==> config.mk <==
export PLATFORM = sky130hd
export DESIGN_NAME = acsc_top
export DESIGN_NICKNAME = d
export VERILOG_FILES = /design/src/rtl/acsc_pkg.sv /design/src/rtl/acsc_top.sv
export SDC_FILE = /design/constraint.sdc
export NUM_CORES = 1
export LEC_CHECK = 0
export ABC_AREA = 1
export ABC_CLOCK_PERIOD_IN_PS = 2500
export BUFFER_PORTS_ARGS = -buffer_cell sky130_fd_sc_hd__buf_2
export CAP_MARGIN = 10
export CORE_UTILIZATION = 30
export CTS_CLUSTER_DIAMETER = 30
export DETAILED_ROUTE_END_ITERATION = 12
export GPL_TIMING_DRIVEN = 0
export PLACE_DENSITY = 0.61
export SLEW_MARGIN = 20
export SYNTH_ARGS = -nofsm -noshare
export SYNTH_HDL_FRONTEND = slang
export SYNTH_SLANG_ARGS = --single-unit
==> constraint.sdc <==
create_clock -name pclk -period 2.5 [get_ports pclk]
set_input_delay 0.75 -clock pclk [delete_from_list [all_inputs] [get_ports pclk]]
set_output_delay 0.75 -clock pclk [all_outputs]
set_load 0.01 [all_outputs]
==> src/rtl/acsc_pkg.sv <==
/*
  acsc_pkg: register offsets, field positions, reset values, shared types
  for the alarm clamp and shutdown control block.
  assumes an apb slave with 32-bit data, one word per register.
*/
package acsc_pkg;
    localparam logic [7:0] ACSC_OFF_ALARM_CFG = 8'h00;
    localparam logic [7:0] ACSC_OFF_SHUTDOWN = 8'h04;
    localparam logic [7:0] ACSC_OFF_FLAGS = 8'h08;
    localparam logic [7:0] ACSC_OFF_MON_CTRL = 8'h0c;
    localparam int ACSC_B_AVERAGE_MONITOR_EN = 10;
    localparam int ACSC_B_DIE2 = 9;
    localparam int ACSC_B_COMP = 8;
    localparam int ACSC_B_HYST = 6;
    localparam int ACSC_B_CLMP2 = 4;
    localparam int ACSC_B_CLMP1 = 2;
    localparam int ACSC_B_POL = 1;
    localparam int ACSC_B_OPEN = 0;
    localparam logic [15:0] ACSC_CFG_RESET = 16'h0000;
    localparam logic [10:0] ACSC_CFG_MASK = 11'h7ff;
    localparam logic [5:0] ACSC_SHUT_RESET = 6'h00;
    localparam int ACSC_S_FULL_POWER_DOWN = 5;
    localparam int ACSC_S_FORCE_REFERENCE_ON = 4;
    localparam int ACSC_S_WATCHDOG_OSC_POWER_DOWN = 3;
    localparam logic [1:0] ACSC_CLMP_REPORT = 2'h0;
    localparam logic [1:0] ACSC_CLMP_FORCE = 2'h1;
    localparam logic [1:0] ACSC_CLMP_AUTO = 2'h2;
    localparam logic [1:0] ACSC_CLMP_LATCH = 2'h3;
    localparam logic [3:0] ACSC_AVG_TAG = 4'hf;
    localparam int ACSC_WDT_LIMIT_DEF = 65535;
    localparam int ACSC_WDG_PULSE_NS = 1000;
    localparam int ACSC_CLK_NS = 40;
    localparam int ACSC_WDG_PULSE_CYC = (ACSC_WDG_PULSE_NS + ACSC_CLK_NS - 1) / ACSC_CLK_NS;
    // one sample from the converter, with its channel tag
    typedef struct packed {
        logic valid;
        logic [3:0] tag;
        logic [11:0] data;
    } acsc_sample_t;
endpackage

==> src/rtl/acsc_top.sv <==
/*
  acsc_top: alarm output config, gate clamp control, average monitor and
  software shutdown, reached over apb.
  assumes alarm trip/clear inputs, samples and mode levels are on pclk.
*/
// Implementation choices: the APB interface to the registers and the address map.
`timescale 1ns/1ps
`default_nettype none
module acsc_top
    import acsc_pkg::*;
#(
    parameter int WDT_LIMIT = ACSC_WDT_LIMIT_DEF
)(
    input wire logic pclk,
    input wire logic presetn,
    input wire logic psel,
    input wire logic penable,
    input wire logic pwrite,
    input wire logic [7:0] paddr,
    input wire logic [31:0] pwdata,
    output logic [31:0] prdata,
    output logic pready,
    output logic pslverr,
    input wire acsc_sample_t adc_sample,
    input wire logic lut_stream_mode,
    input wire logic message_mode,
    input wire logic [1:0] alarm_trip,
    input wire logic [1:0] alarm_gone,
    input wire logic wdt_kick,
    output acsc_sample_t fifo_push,
    output logic [1:0] gate_clamp,
    output logic alarm_out,
    output logic alarm_oe,
    output logic ch2_die_sensor_sel,
    output logic ch2_current_alarm_en,
    output logic full_power_down,
    output logic reference_on,
    output logic watchdog_osc_power_down,
    output logic sections_power_down
);
    logic [10:0] cfg_q;
    logic [5:0] shut_q;
    logic raw_mon_q;
    logic [1:0] flag_q;
    logic [1:0] held_q;
    logic [13:0] avg_q;
    logic [15:0] wdt_q;
    logic [4:0] wpulse_q;
    logic [31:0] prdata_q;
    acsc_sample_t push_q;
    logic alarm_out_q, alarm_oe_q;
    logic [1:0] clamp_q;

    // apb decode, zero wait states
    wire acc = psel && penable;
    wire wr = acc && pwrite;
    wire rd = acc && !pwrite;
    wire hit_cfg = paddr == ACSC_OFF_ALARM_CFG;
    wire hit_shut = paddr == ACSC_OFF_SHUTDOWN;
    wire hit_flag = paddr == ACSC_OFF_FLAGS;
    wire hit_mon = paddr == ACSC_OFF_MON_CTRL;
    wire mapped = hit_cfg || hit_shut || hit_flag || hit_mon;
    wire pd = shut_q[ACSC_S_FULL_POWER_DOWN];
    // full power down: only the shutdown register is heard
    wire blocked = pd && !hit_shut;
    wire wr_cfg = wr && hit_cfg && !blocked;
    wire wr_shut = wr && hit_shut;
    wire wr_mon = wr && hit_mon && !blocked;
    wire rd_flag = rd && hit_flag && !blocked;
    wire err = acc && (!mapped || blocked);

    // config fields
    wire [1:0] mode1 = cfg_q[ACSC_B_CLMP1 +: 2];
    wire [1:0] mode2 = cfg_q[ACSC_B_CLMP2 +: 2];
    wire [1:0] mode [2];
    assign mode[0] = mode1;
    assign mode[1] = mode2;
    wire avg_en = cfg_q[ACSC_B_AVERAGE_MONITOR_EN];
    wire die2 = cfg_q[ACSC_B_DIE2];
    wire comp = cfg_q[ACSC_B_COMP];
    wire pol_low = cfg_q[ACSC_B_POL];
    wire open_drn = cfg_q[ACSC_B_OPEN];
    // ch2 current trip left unmasked here; the die sensor masking is applied later, in the clamp and latch paths only
    wire [1:0] trip = alarm_trip & {1'b1, 1'b1};

    // hysteresis in lsbs, only reported in the monitor control readback
    wire [6:0] hyst_lsb = 7'h08 << cfg_q[ACSC_B_HYST +: 2];

    // average monitor running only outside streaming/message modes
    wire avg_run = avg_en && !raw_mon_q && !lut_stream_mode && !message_mode && !pd;
    wire [13:0] avg_d = avg_q + 14'({2'h0, adc_sample.data, 2'h0} >> 2) - (avg_q >> 2);

    // incoming config write, low eleven bits of pwdata kept as they are
    wire [10:0] cfg_wr = pwdata[10:0] & ACSC_CFG_MASK;

    // configuration register; hardware rewrites 11 to 01 on trip
    always_ff @(posedge pclk or negedge presetn)
    begin
        if (!presetn)
            cfg_q <= ACSC_CFG_RESET[10:0];
        else if (wdt_q == 16'(WDT_LIMIT))
            cfg_q <= ACSC_CFG_RESET[10:0];
        else
        begin
            cfg_q <= wr_cfg ? cfg_wr : cfg_q;
            // trip wins over a simultaneous write of the field
            if (trip[0] && mode1 == ACSC_CLMP_LATCH)
                cfg_q[ACSC_B_CLMP1 +: 2] <= ACSC_CLMP_FORCE;
            if (trip[1] && !die2 && mode2 == ACSC_CLMP_LATCH)
                cfg_q[ACSC_B_CLMP2 +: 2] <= ACSC_CLMP_FORCE;
        end
    end

    // shutdown register, low six bits only
    always_ff @(posedge pclk or negedge presetn)
    begin
        if (!presetn)
            shut_q <= ACSC_SHUT_RESET;
        else if (wr_shut)
            shut_q <= pwdata[5:0];
    end

    // raw monitor enable refused while averaging is on
    always_ff @(posedge pclk or negedge presetn)
    begin
        if (!presetn)
            raw_mon_q <= 1'b0;
        else if (wr_cfg && cfg_wr[ACSC_B_AVERAGE_MONITOR_EN])
            raw_mon_q <= 1'b0;
        else if (wr_mon)
            raw_mon_q <= pwdata[0] && !avg_en;
    end

    // sticky alarm flags; a trip wins over the read clear
    genvar g;
    generate
        for (g = 0; g < 2; g++)
        begin : g_ch
            wire tr = trip[g] && !(g == 1 && die2);
            always_ff @(posedge pclk or negedge presetn)
            begin
                if (!presetn)
                    flag_q[g] <= 1'b0;
                else if (trip[g])
                    flag_q[g] <= 1'b1;
                else if (rd_flag)
                    flag_q[g] <= 1'b0;
            end
            // clamp hold for mode 10; mode 11 latches through the config rewrite to 01
            always_ff @(posedge pclk or negedge presetn)
            begin
                if (!presetn)
                    held_q[g] <= 1'b0;
                else if (mode[g] == ACSC_CLMP_REPORT)
                    held_q[g] <= 1'b0;
                else if (tr)
                    held_q[g] <= 1'b1;
                else if (mode[g] == ACSC_CLMP_AUTO && alarm_gone[g])
                    held_q[g] <= 1'b0;
                else if (mode[g] == ACSC_CLMP_LATCH)
                    held_q[g] <= 1'b0;
            end
            always_ff @(posedge pclk or negedge presetn)
            begin
                if (!presetn)
                    clamp_q[g] <= 1'b0;
                else
                    clamp_q[g] <= mode[g] == ACSC_CLMP_FORCE || (held_q[g] && mode[g] != ACSC_CLMP_LATCH) ||
                                  (tr && mode[g] != ACSC_CLMP_REPORT);
            end
        end
    endgenerate

    // tracking average and tagged push into the fifo
    always_ff @(posedge pclk or negedge presetn)
    begin
        if (!presetn)
        begin
            avg_q <= 14'h0000;
            push_q <= '0;
        end
        else
        begin
            push_q.valid <= avg_run && adc_sample.valid;
            push_q.tag <= ACSC_AVG_TAG;
            push_q.data <= avg_d[13:2];
            if (avg_run && adc_sample.valid)
                avg_q <= avg_d;
        end
    end

    // watchdog counter and its alarm pulse
    wire wdt_run = !shut_q[ACSC_S_WATCHDOG_OSC_POWER_DOWN] && !pd;
    always_ff @(posedge pclk or negedge presetn)
    begin
        if (!presetn)
            wdt_q <= 16'h0000;
        else if (!wdt_run || wdt_kick || wdt_q == 16'(WDT_LIMIT))
            wdt_q <= 16'h0000;
        else
            wdt_q <= wdt_q + 16'h0001;
    end
    always_ff @(posedge pclk or negedge presetn)
    begin
        if (!presetn)
            wpulse_q <= 5'h00;
        else if (wdt_run && wdt_q == 16'(WDT_LIMIT))
            wpulse_q <= 5'(ACSC_WDG_PULSE_CYC);
        else if (wpulse_q != 5'h00)
            wpulse_q <= wpulse_q - 5'h01;
    end

    // alarm level: comparator follows trips, interrupt holds to flag read
    logic int_q;
    always_ff @(posedge pclk or negedge presetn)
    begin
        if (!presetn)
            int_q <= 1'b0;
        else if (|trip)
            int_q <= 1'b1;
        else if (rd_flag)
            int_q <= 1'b0;
    end
    wire act = (comp ? (|held_q || |trip) : int_q) || wpulse_q != 5'h00;
    wire lvl = act ^ pol_low;
    always_ff @(posedge pclk or negedge presetn)
    begin
        if (!presetn)
        begin
            alarm_out_q <= 1'b0;
            alarm_oe_q <= 1'b1;
        end
        else
        begin
            alarm_out_q <= open_drn ? 1'b0 : lvl;
            alarm_oe_q <= open_drn ? !lvl : 1'b1;
        end
    end

    // read data mux
    wire [31:0] rd_mux = hit_cfg ? {21'h0, cfg_q & ~11'h400} :
                         hit_flag ? {30'h0, flag_q} :
                         hit_mon ? {25'h0, hyst_lsb} << 1 | {31'h0, raw_mon_q} : 32'h0;
    always_ff @(posedge pclk or negedge presetn)
    begin
        if (!presetn)
            prdata_q <= 32'h0;
        else if (psel && !penable && !pwrite)
            prdata_q <= rd_mux;
    end

    assign prdata = prdata_q;
    assign pready = 1'b1;
    assign pslverr = err;
    assign fifo_push = push_q;
    assign gate_clamp = clamp_q;
    assign alarm_out = alarm_out_q;
    assign alarm_oe = alarm_oe_q;
    assign ch2_die_sensor_sel = die2;
    assign ch2_current_alarm_en = !die2;
    assign full_power_down = pd;
    assign sections_power_down = pd;
    assign reference_on = shut_q[ACSC_S_FORCE_REFERENCE_ON] && !pd;
    assign watchdog_osc_power_down = shut_q[ACSC_S_WATCHDOG_OSC_POWER_DOWN] || pd;

    // assertions
    property p_latch_rewrite;
        @(posedge pclk) disable iff (!presetn)
        (trip[0] && mode1 == ACSC_CLMP_LATCH && wdt_q != 16'(WDT_LIMIT)) |=> mode1 == ACSC_CLMP_FORCE;
    endproperty
    a_latch_rewrite: assert property (p_latch_rewrite) else $error("latched clamp not rewritten");
    property p_force_clamp;
        @(posedge pclk) disable iff (!presetn)
        mode1 == ACSC_CLMP_FORCE |=> gate_clamp[0];
    endproperty
    a_force_clamp: assert property (p_force_clamp) else $error("forced clamp missing");
    property p_report_noclamp;
        @(posedge pclk) disable iff (!presetn)
        $past(mode1) == ACSC_CLMP_REPORT && mode1 == ACSC_CLMP_REPORT |=> !gate_clamp[0] || mode1 != ACSC_CLMP_REPORT;
    endproperty
    a_report_noclamp: assert property (p_report_noclamp) else $error("report mode clamped");
    property p_exclusive;
        @(posedge pclk) disable iff (!presetn)
        !(raw_mon_q && avg_run);
    endproperty
    a_exclusive: assert property (p_exclusive) else $error("both monitors active");
    property p_pause;
        @(posedge pclk) disable iff (!presetn)
        (lut_stream_mode || message_mode) |=> !fifo_push.valid;
    endproperty
    a_pause: assert property (p_pause) else $error("average pushed while paused");
    property p_tag;
        @(posedge pclk) disable iff (!presetn)
        fifo_push.valid |-> fifo_push.tag == ACSC_AVG_TAG;
    endproperty
    a_tag: assert property (p_tag) else $error("average tag wrong");
    property p_pd_block;
        @(posedge pclk) disable iff (!presetn)
        (pd && wr && hit_cfg) |=> $stable(cfg_q) || mode1 == ACSC_CLMP_FORCE || mode2 == ACSC_CLMP_FORCE;
    endproperty
    a_pd_block: assert property (p_pd_block) else $error("write heard in power down");
    property p_int_hold;
        @(posedge pclk) disable iff (!presetn)
        (!comp && int_q && !rd_flag) |=> int_q;
    endproperty
    a_int_hold: assert property (p_int_hold) else $error("interrupt dropped early");
    property p_ref;
        @(posedge pclk) disable iff (!presetn)
        pd |-> !reference_on && sections_power_down;
    endproperty
    a_ref: assert property (p_ref) else $error("power down not overriding");
endmodule
`default_nettype wire

; After elaboration in Yosys (flattened, before gate mapping)
; Index checks and enable logic that the tools add are counted.
[classes]
n_reduce_logical = 78
n_eq_ne = 12
n_bitwise = 2
shifts = 1
n_mux = 27
addsub = 4
[op_table]
columns = op, n
row1 = 1-bit logical AND, 33
row2 = 11-bit two-way mux, 2
row3 = 1-bit two-way mux, 17
row4 = 16-bit by 1-bit adder with 16-bit output (second input constant), 1
row5 = 16-bit == test (second input constant), 1
row6 = 8-bit by 4-bit == test with 1-bit output (second input constant), 2
row7 = 16-bit two-way mux, 1
row8 = 8-bit two-way mux, 2
row9 = 2-bit nonzero test, 8
row10 = 14-bit by 12-bit adder with 14-bit output, 1
row11 = 1-bit logical NOT, 14
row12 = 14-bit by 12-bit subtractor with 14-bit output, 1
row13 = 1-bit logical OR, 13
row14 = 10-bit two-way mux, 1
row15 = 5-bit two-way mux, 2
row16 = 2-bit == test (second input constant), 4
row17 = 8-bit by 3-bit == test with 1-bit output (second input constant), 1
row18 = 8-bit logical NOT, 1
row19 = 8-bit by 1-bit bitwise OR with 8-bit output, 1
row20 = 4-bit nonzero test, 2
row21 = 4-bit by 2-bit left shift with 7-bit output (first input constant), 1
row22 = 3-bit nonzero test, 2
row23 = 5-bit nonzero test, 1
row24 = 5-bit by 1-bit subtractor with 5-bit output (second input constant), 1
row25 = 6 further kinds, 11
[totals]
word_cells = 145
reg_bits = 108
output_inout_bits = 61

; Logic depth before layout (Yosys ltp)
[logic_depth]
word_depth = 8
depth_mapped = 13
depth_no_buf = 13

; Least setup slack after synthesis
; OpenSTA, ideal clock, no wires.
[synth_timing]
path_type = input -> register
startpoint = in adc_sample[2] (netlist name)
endpoint = reg push_q (netlist bit fifo_push[11])
stages = 10
setup_ns = 0.119
setup_slack_ns = -0.039
t_required_ns = 2.381
arrival_ns = 2.420
path_cell_list = inv_1 > fa_1 > inv_1 > ha_1 > or2_2 > nand3_1 > nand2_1 > nand2_1 > nand3_1 > and2_1
[synth_between]
elab_chain_len = 2
[synth_lines]
columns = element, line
row1 = "start, declared", acsc_top.sv:24  ; input wire acsc_sample_t adc_sample,
row2 = 14-bit by 12-bit adder with 14-bit output, acsc_top.sv:91  ; wire [13:0] avg_d = avg_q + 14'({2'h0, adc_sample.data, 2'h0} >> 2) - (avg_q >> 2);
row3 = 14-bit by 12-bit subtractor with 14-bit output, acsc_top.sv:91
row4 = via avg_d[13], acsc_top.sv:91
row5 = "end, declared", acsc_top.sv:50  ; acsc_sample_t push_q;
; The timed path passes the listed nets, and every way through them passes these cells.
; A chain may end at the register's enable or synchronous reset.

; Worst setup path after layout
[layout_timing]
startpoint = in adc_sample[1] (netlist name)
endpoint = reg avg_q[8]
[layout_between]
elab_chain_len = 2
[layout_lines]
columns = element, line
row1 = 14-bit by 12-bit adder with 14-bit output, acsc_top.sv:91
row2 = 14-bit by 12-bit subtractor with 14-bit output, acsc_top.sv:91
row3 = via avg_d[8], acsc_top.sv:91
row4 = "end signal, assigned", acsc_top.sv:188  ; avg_q <= avg_d;
row5 = "end, declared", acsc_top.sv:46  ; logic [13:0] avg_q;
; The timed path passes the listed nets, and every way through them passes these cells.

==> impl_metrics.yaml <==
critical_path:
  crit_path_end_kind: "flip-flop"
  setup.worst_path.class: "in -> reg"
  path_delay_family: "adder cells"
  required_ps: 2780
  critPathMaxStageDelay_ps: 530
  crit_fanout: 4
  start_kind: "input pin"
  path_buf_inv: 3
  cpMaxStageDelayCell: "fa_1"
  crit_cells: 11
  cp.arrival_ps: 2710
  cp_common_cell: "nand2_1"
  r2r_cells: 9
  crit_chain: "buf_2 > inv_1 > fa_1 > inv_1 > fa_2 > nand3_1 > nand2_1 > a21oi_2 > xor2_2 > nand2_1 > nand2_1"
die:
  initial_core_util: 0.306
  dieArea_mm2: 0.0175
  pin_count: 130
  die_h_um: 132
  coreArea_mm2: 0.0166
  rows: 47
  dieWidth_um: 132
synth:
  ys_seq_area_frac: 0.409
  synth_area_mm2: 0.00508
  synth_edf_count: 0
  synth_async_sr_flop_share: 1.00
  synth.most_common_cell: "nand2_1"
  syn_avg_cell_area_um2: 7.82
  synth.distinct_cells: 40
  syn_inst: 650
  synth.area.top_cells: "dfrtp_1 40%, nand2_1 12%, inv_1 9.5%"
  yosysTopAreaCell: "dfrtp_1"
  synth_top_cell_area_share: 0.404
  ys_top_cells_by_count: "159 x nand2_1, 128 x inv_1, 82 x dfrtp_1"
  yosys_warnings: 0
  ys_ff_latch: 83
  synthFlopType: "dfrtp_1"
grt:
  grt_util_met2: 0.249
  grt_use_met3: 0.0300
  antenna_found_initial: 0
  top_usage_layer: "met2"
  grt_use_met1: 0.166
  grt_first_pass_wirelength_um: 19200
  grt_max_degree: 55
  grt_overflow: 0
  track_usage: 0.139
  grt_pass1_vias: 4054
placed_design:
  hpwl_um: 9120
  dp_slack_ps: -336
  place.gp.congestion: 0.872
  port_buffers: 81
  dp_cells: 974
timing:
  skew_ps: 6.95
  setup_violations: 0
  clock.fmax_mhz: 412
  rsz0062_at_grt: "yes"
  finalHoldViolations: 0
  slew_viol_final: 0
  holdWs_ps: 329
  tns_ps: 0
  fin_crit_ps: 2430
  finalCritPeriodShare: 0.972
  layout_setup_ws_ps: 70.9
power:
  peakVddDrop_v: 0.000300
  power_density_mw_per_mm2: 496
  leakagePower_nw: 3.42
final_layout:
  drive_gt1_frac: 0.214
  final_nets: 864
  fin_cells: 991
  antenna-diode-count: 0
  syn_to_final_growth_pct: 23.0
drt:
  ant_nets: 0
  post-route-drc-count: 0
  drtIter0Drc: 126
  vias_per_cell: 4.26
  vias: 4218
  drt_pre_antenna_iters: 4
  wirelength_um: 11700
  wl_per_cell_um: 11.8
clock_network:
  cts_root_buffer: "clkbuf_16"
  cts_buffer_depth: 2
  clk_pin_slew_ps: 70
  clkLatencyLatePin_ps: 350
  cts_sinks: 83
  cts_tree: "done"
  htreeDepth: 3
  hold_buffers: 0
  cts_buffers: 9
job:
  cap_viol_max_count: 0
worst_hold_path:
  hold_class: "in -> async"
status:
  outcome: "finished clean"
-- final cells by class --
type                       count  area (um2)
buffer                        31         238
clock buffer                   9         225
clock inverter                 7        56.3
fill                        1763       10300
inverter                     130         493
multi-input combinational    428        2440
sequential                    83        2080
tap                          220         275
timing repair buffer          83         443
-- layout by cell type (no fill, tap or decap), drive strengths merged --
| cell | count |
|---|---|
| ha | 17 |
| a221oi | 1 |
| clkbuf | 9 |
| nor3 | 8 |
| a31oi | 1 |
| or2 | 1 |
| nor2 | 57 |
| a21oi | 23 |
| buf | 114 |
| clkinv | 2 |
| dfrtp | 82 |
| nand3b | 3 |
| xnor2 | 2 |
| nand4 | 10 |
| o21bai | 1 |
| o21a | 1 |
| inv | 134 |
| o21ai | 36 |
| o211ai | 1 |
| nand2 | 163 |
| dfstp | 1 |
| o31ai | 2 |
| clkinvlp | 1 |
| and2 | 6 |
| a2bb2oi | 1 |
| fa | 12 |
| xor2 | 12 |
| a21o | 1 |
| nand3 | 45 |
| conb | 24 |
-- worst paths after layout --
path,start,endpoint,slack (ps)
worst min-delay path,presetn,fifo_push[12],330
min in group pclk,wdt_q[0],wdt_q[0],460
worst max-delay path,adc_sample[1],avg_q[8],70
worst max register to register,avg_q[3],avg_q[8],250
worst min register to register,wdt_q[0],wdt_q[0],460
max in group asynchronous,presetn,fifo_push[7],1560
-- metrics by stage --
step           total power [mW]  instance area [um2]  utilization
6_report                   3.10                 6250        0.377
5_1_grt                    3.26                 6250        0.377
4_1_cts                    3.14                 6190        0.373
3_5_place_dp               1.84                 5890        0.355
3_3_place_gp               1.83                 5860        0.354
2_1_floorplan              1.67                 5180            -
-- routing by layer --
layer | share of wire | wire length [um] | vias to the layer above
met5 | 0 | 0 | -
met4 | 0.0074 | 86 | 0
met3 | 0.032 | 378 | 8
met2 | 0.51 | 5950 | 89
met1 | 0.45 | 5250 | 1934
li1 | - | - | 2187
-- timing repair --
item                                    4_1_cts  5_1_grt
endpoints found under the setup margin        1       13
buffers inserted                              0        1
resized for setup                             3       12
pin swaps                                     0        1
-- where the power goes --
group	switching [mW]	leakage (nW)	internal, mW
combinational	0.249	2.25	0.170
clock	0.595	0.137	0.688
sequential	0.0181	1.04	1.38
-- cells by family after synthesis --
logic type / count (synthesis) / synth area share
fa+ha+maj: 29 / 0.0891
compound gates: 68 / 0.0716
buf+inv: 161 / 0.143
simple gates: 293 / 0.261
other cells: 2 / 0.00148
xor+xnor: 14 / 0.0241
flops: 83 / 0.409
-- flip-flops by register name, summed over array words and instances, names as in the netlist --
register,count
alarm_oe,1
alarm_out,1
avg_q,14
cfg_q,11
fifo_push,14
flag_q,2
gate_clamp,2
held_q,2
int_q,1
prdata,10
raw_mon_q,1
shut_q,3
wdt_q,16
wpulse_q,5
No activity file was read; power rests on OpenSTA's default activity.
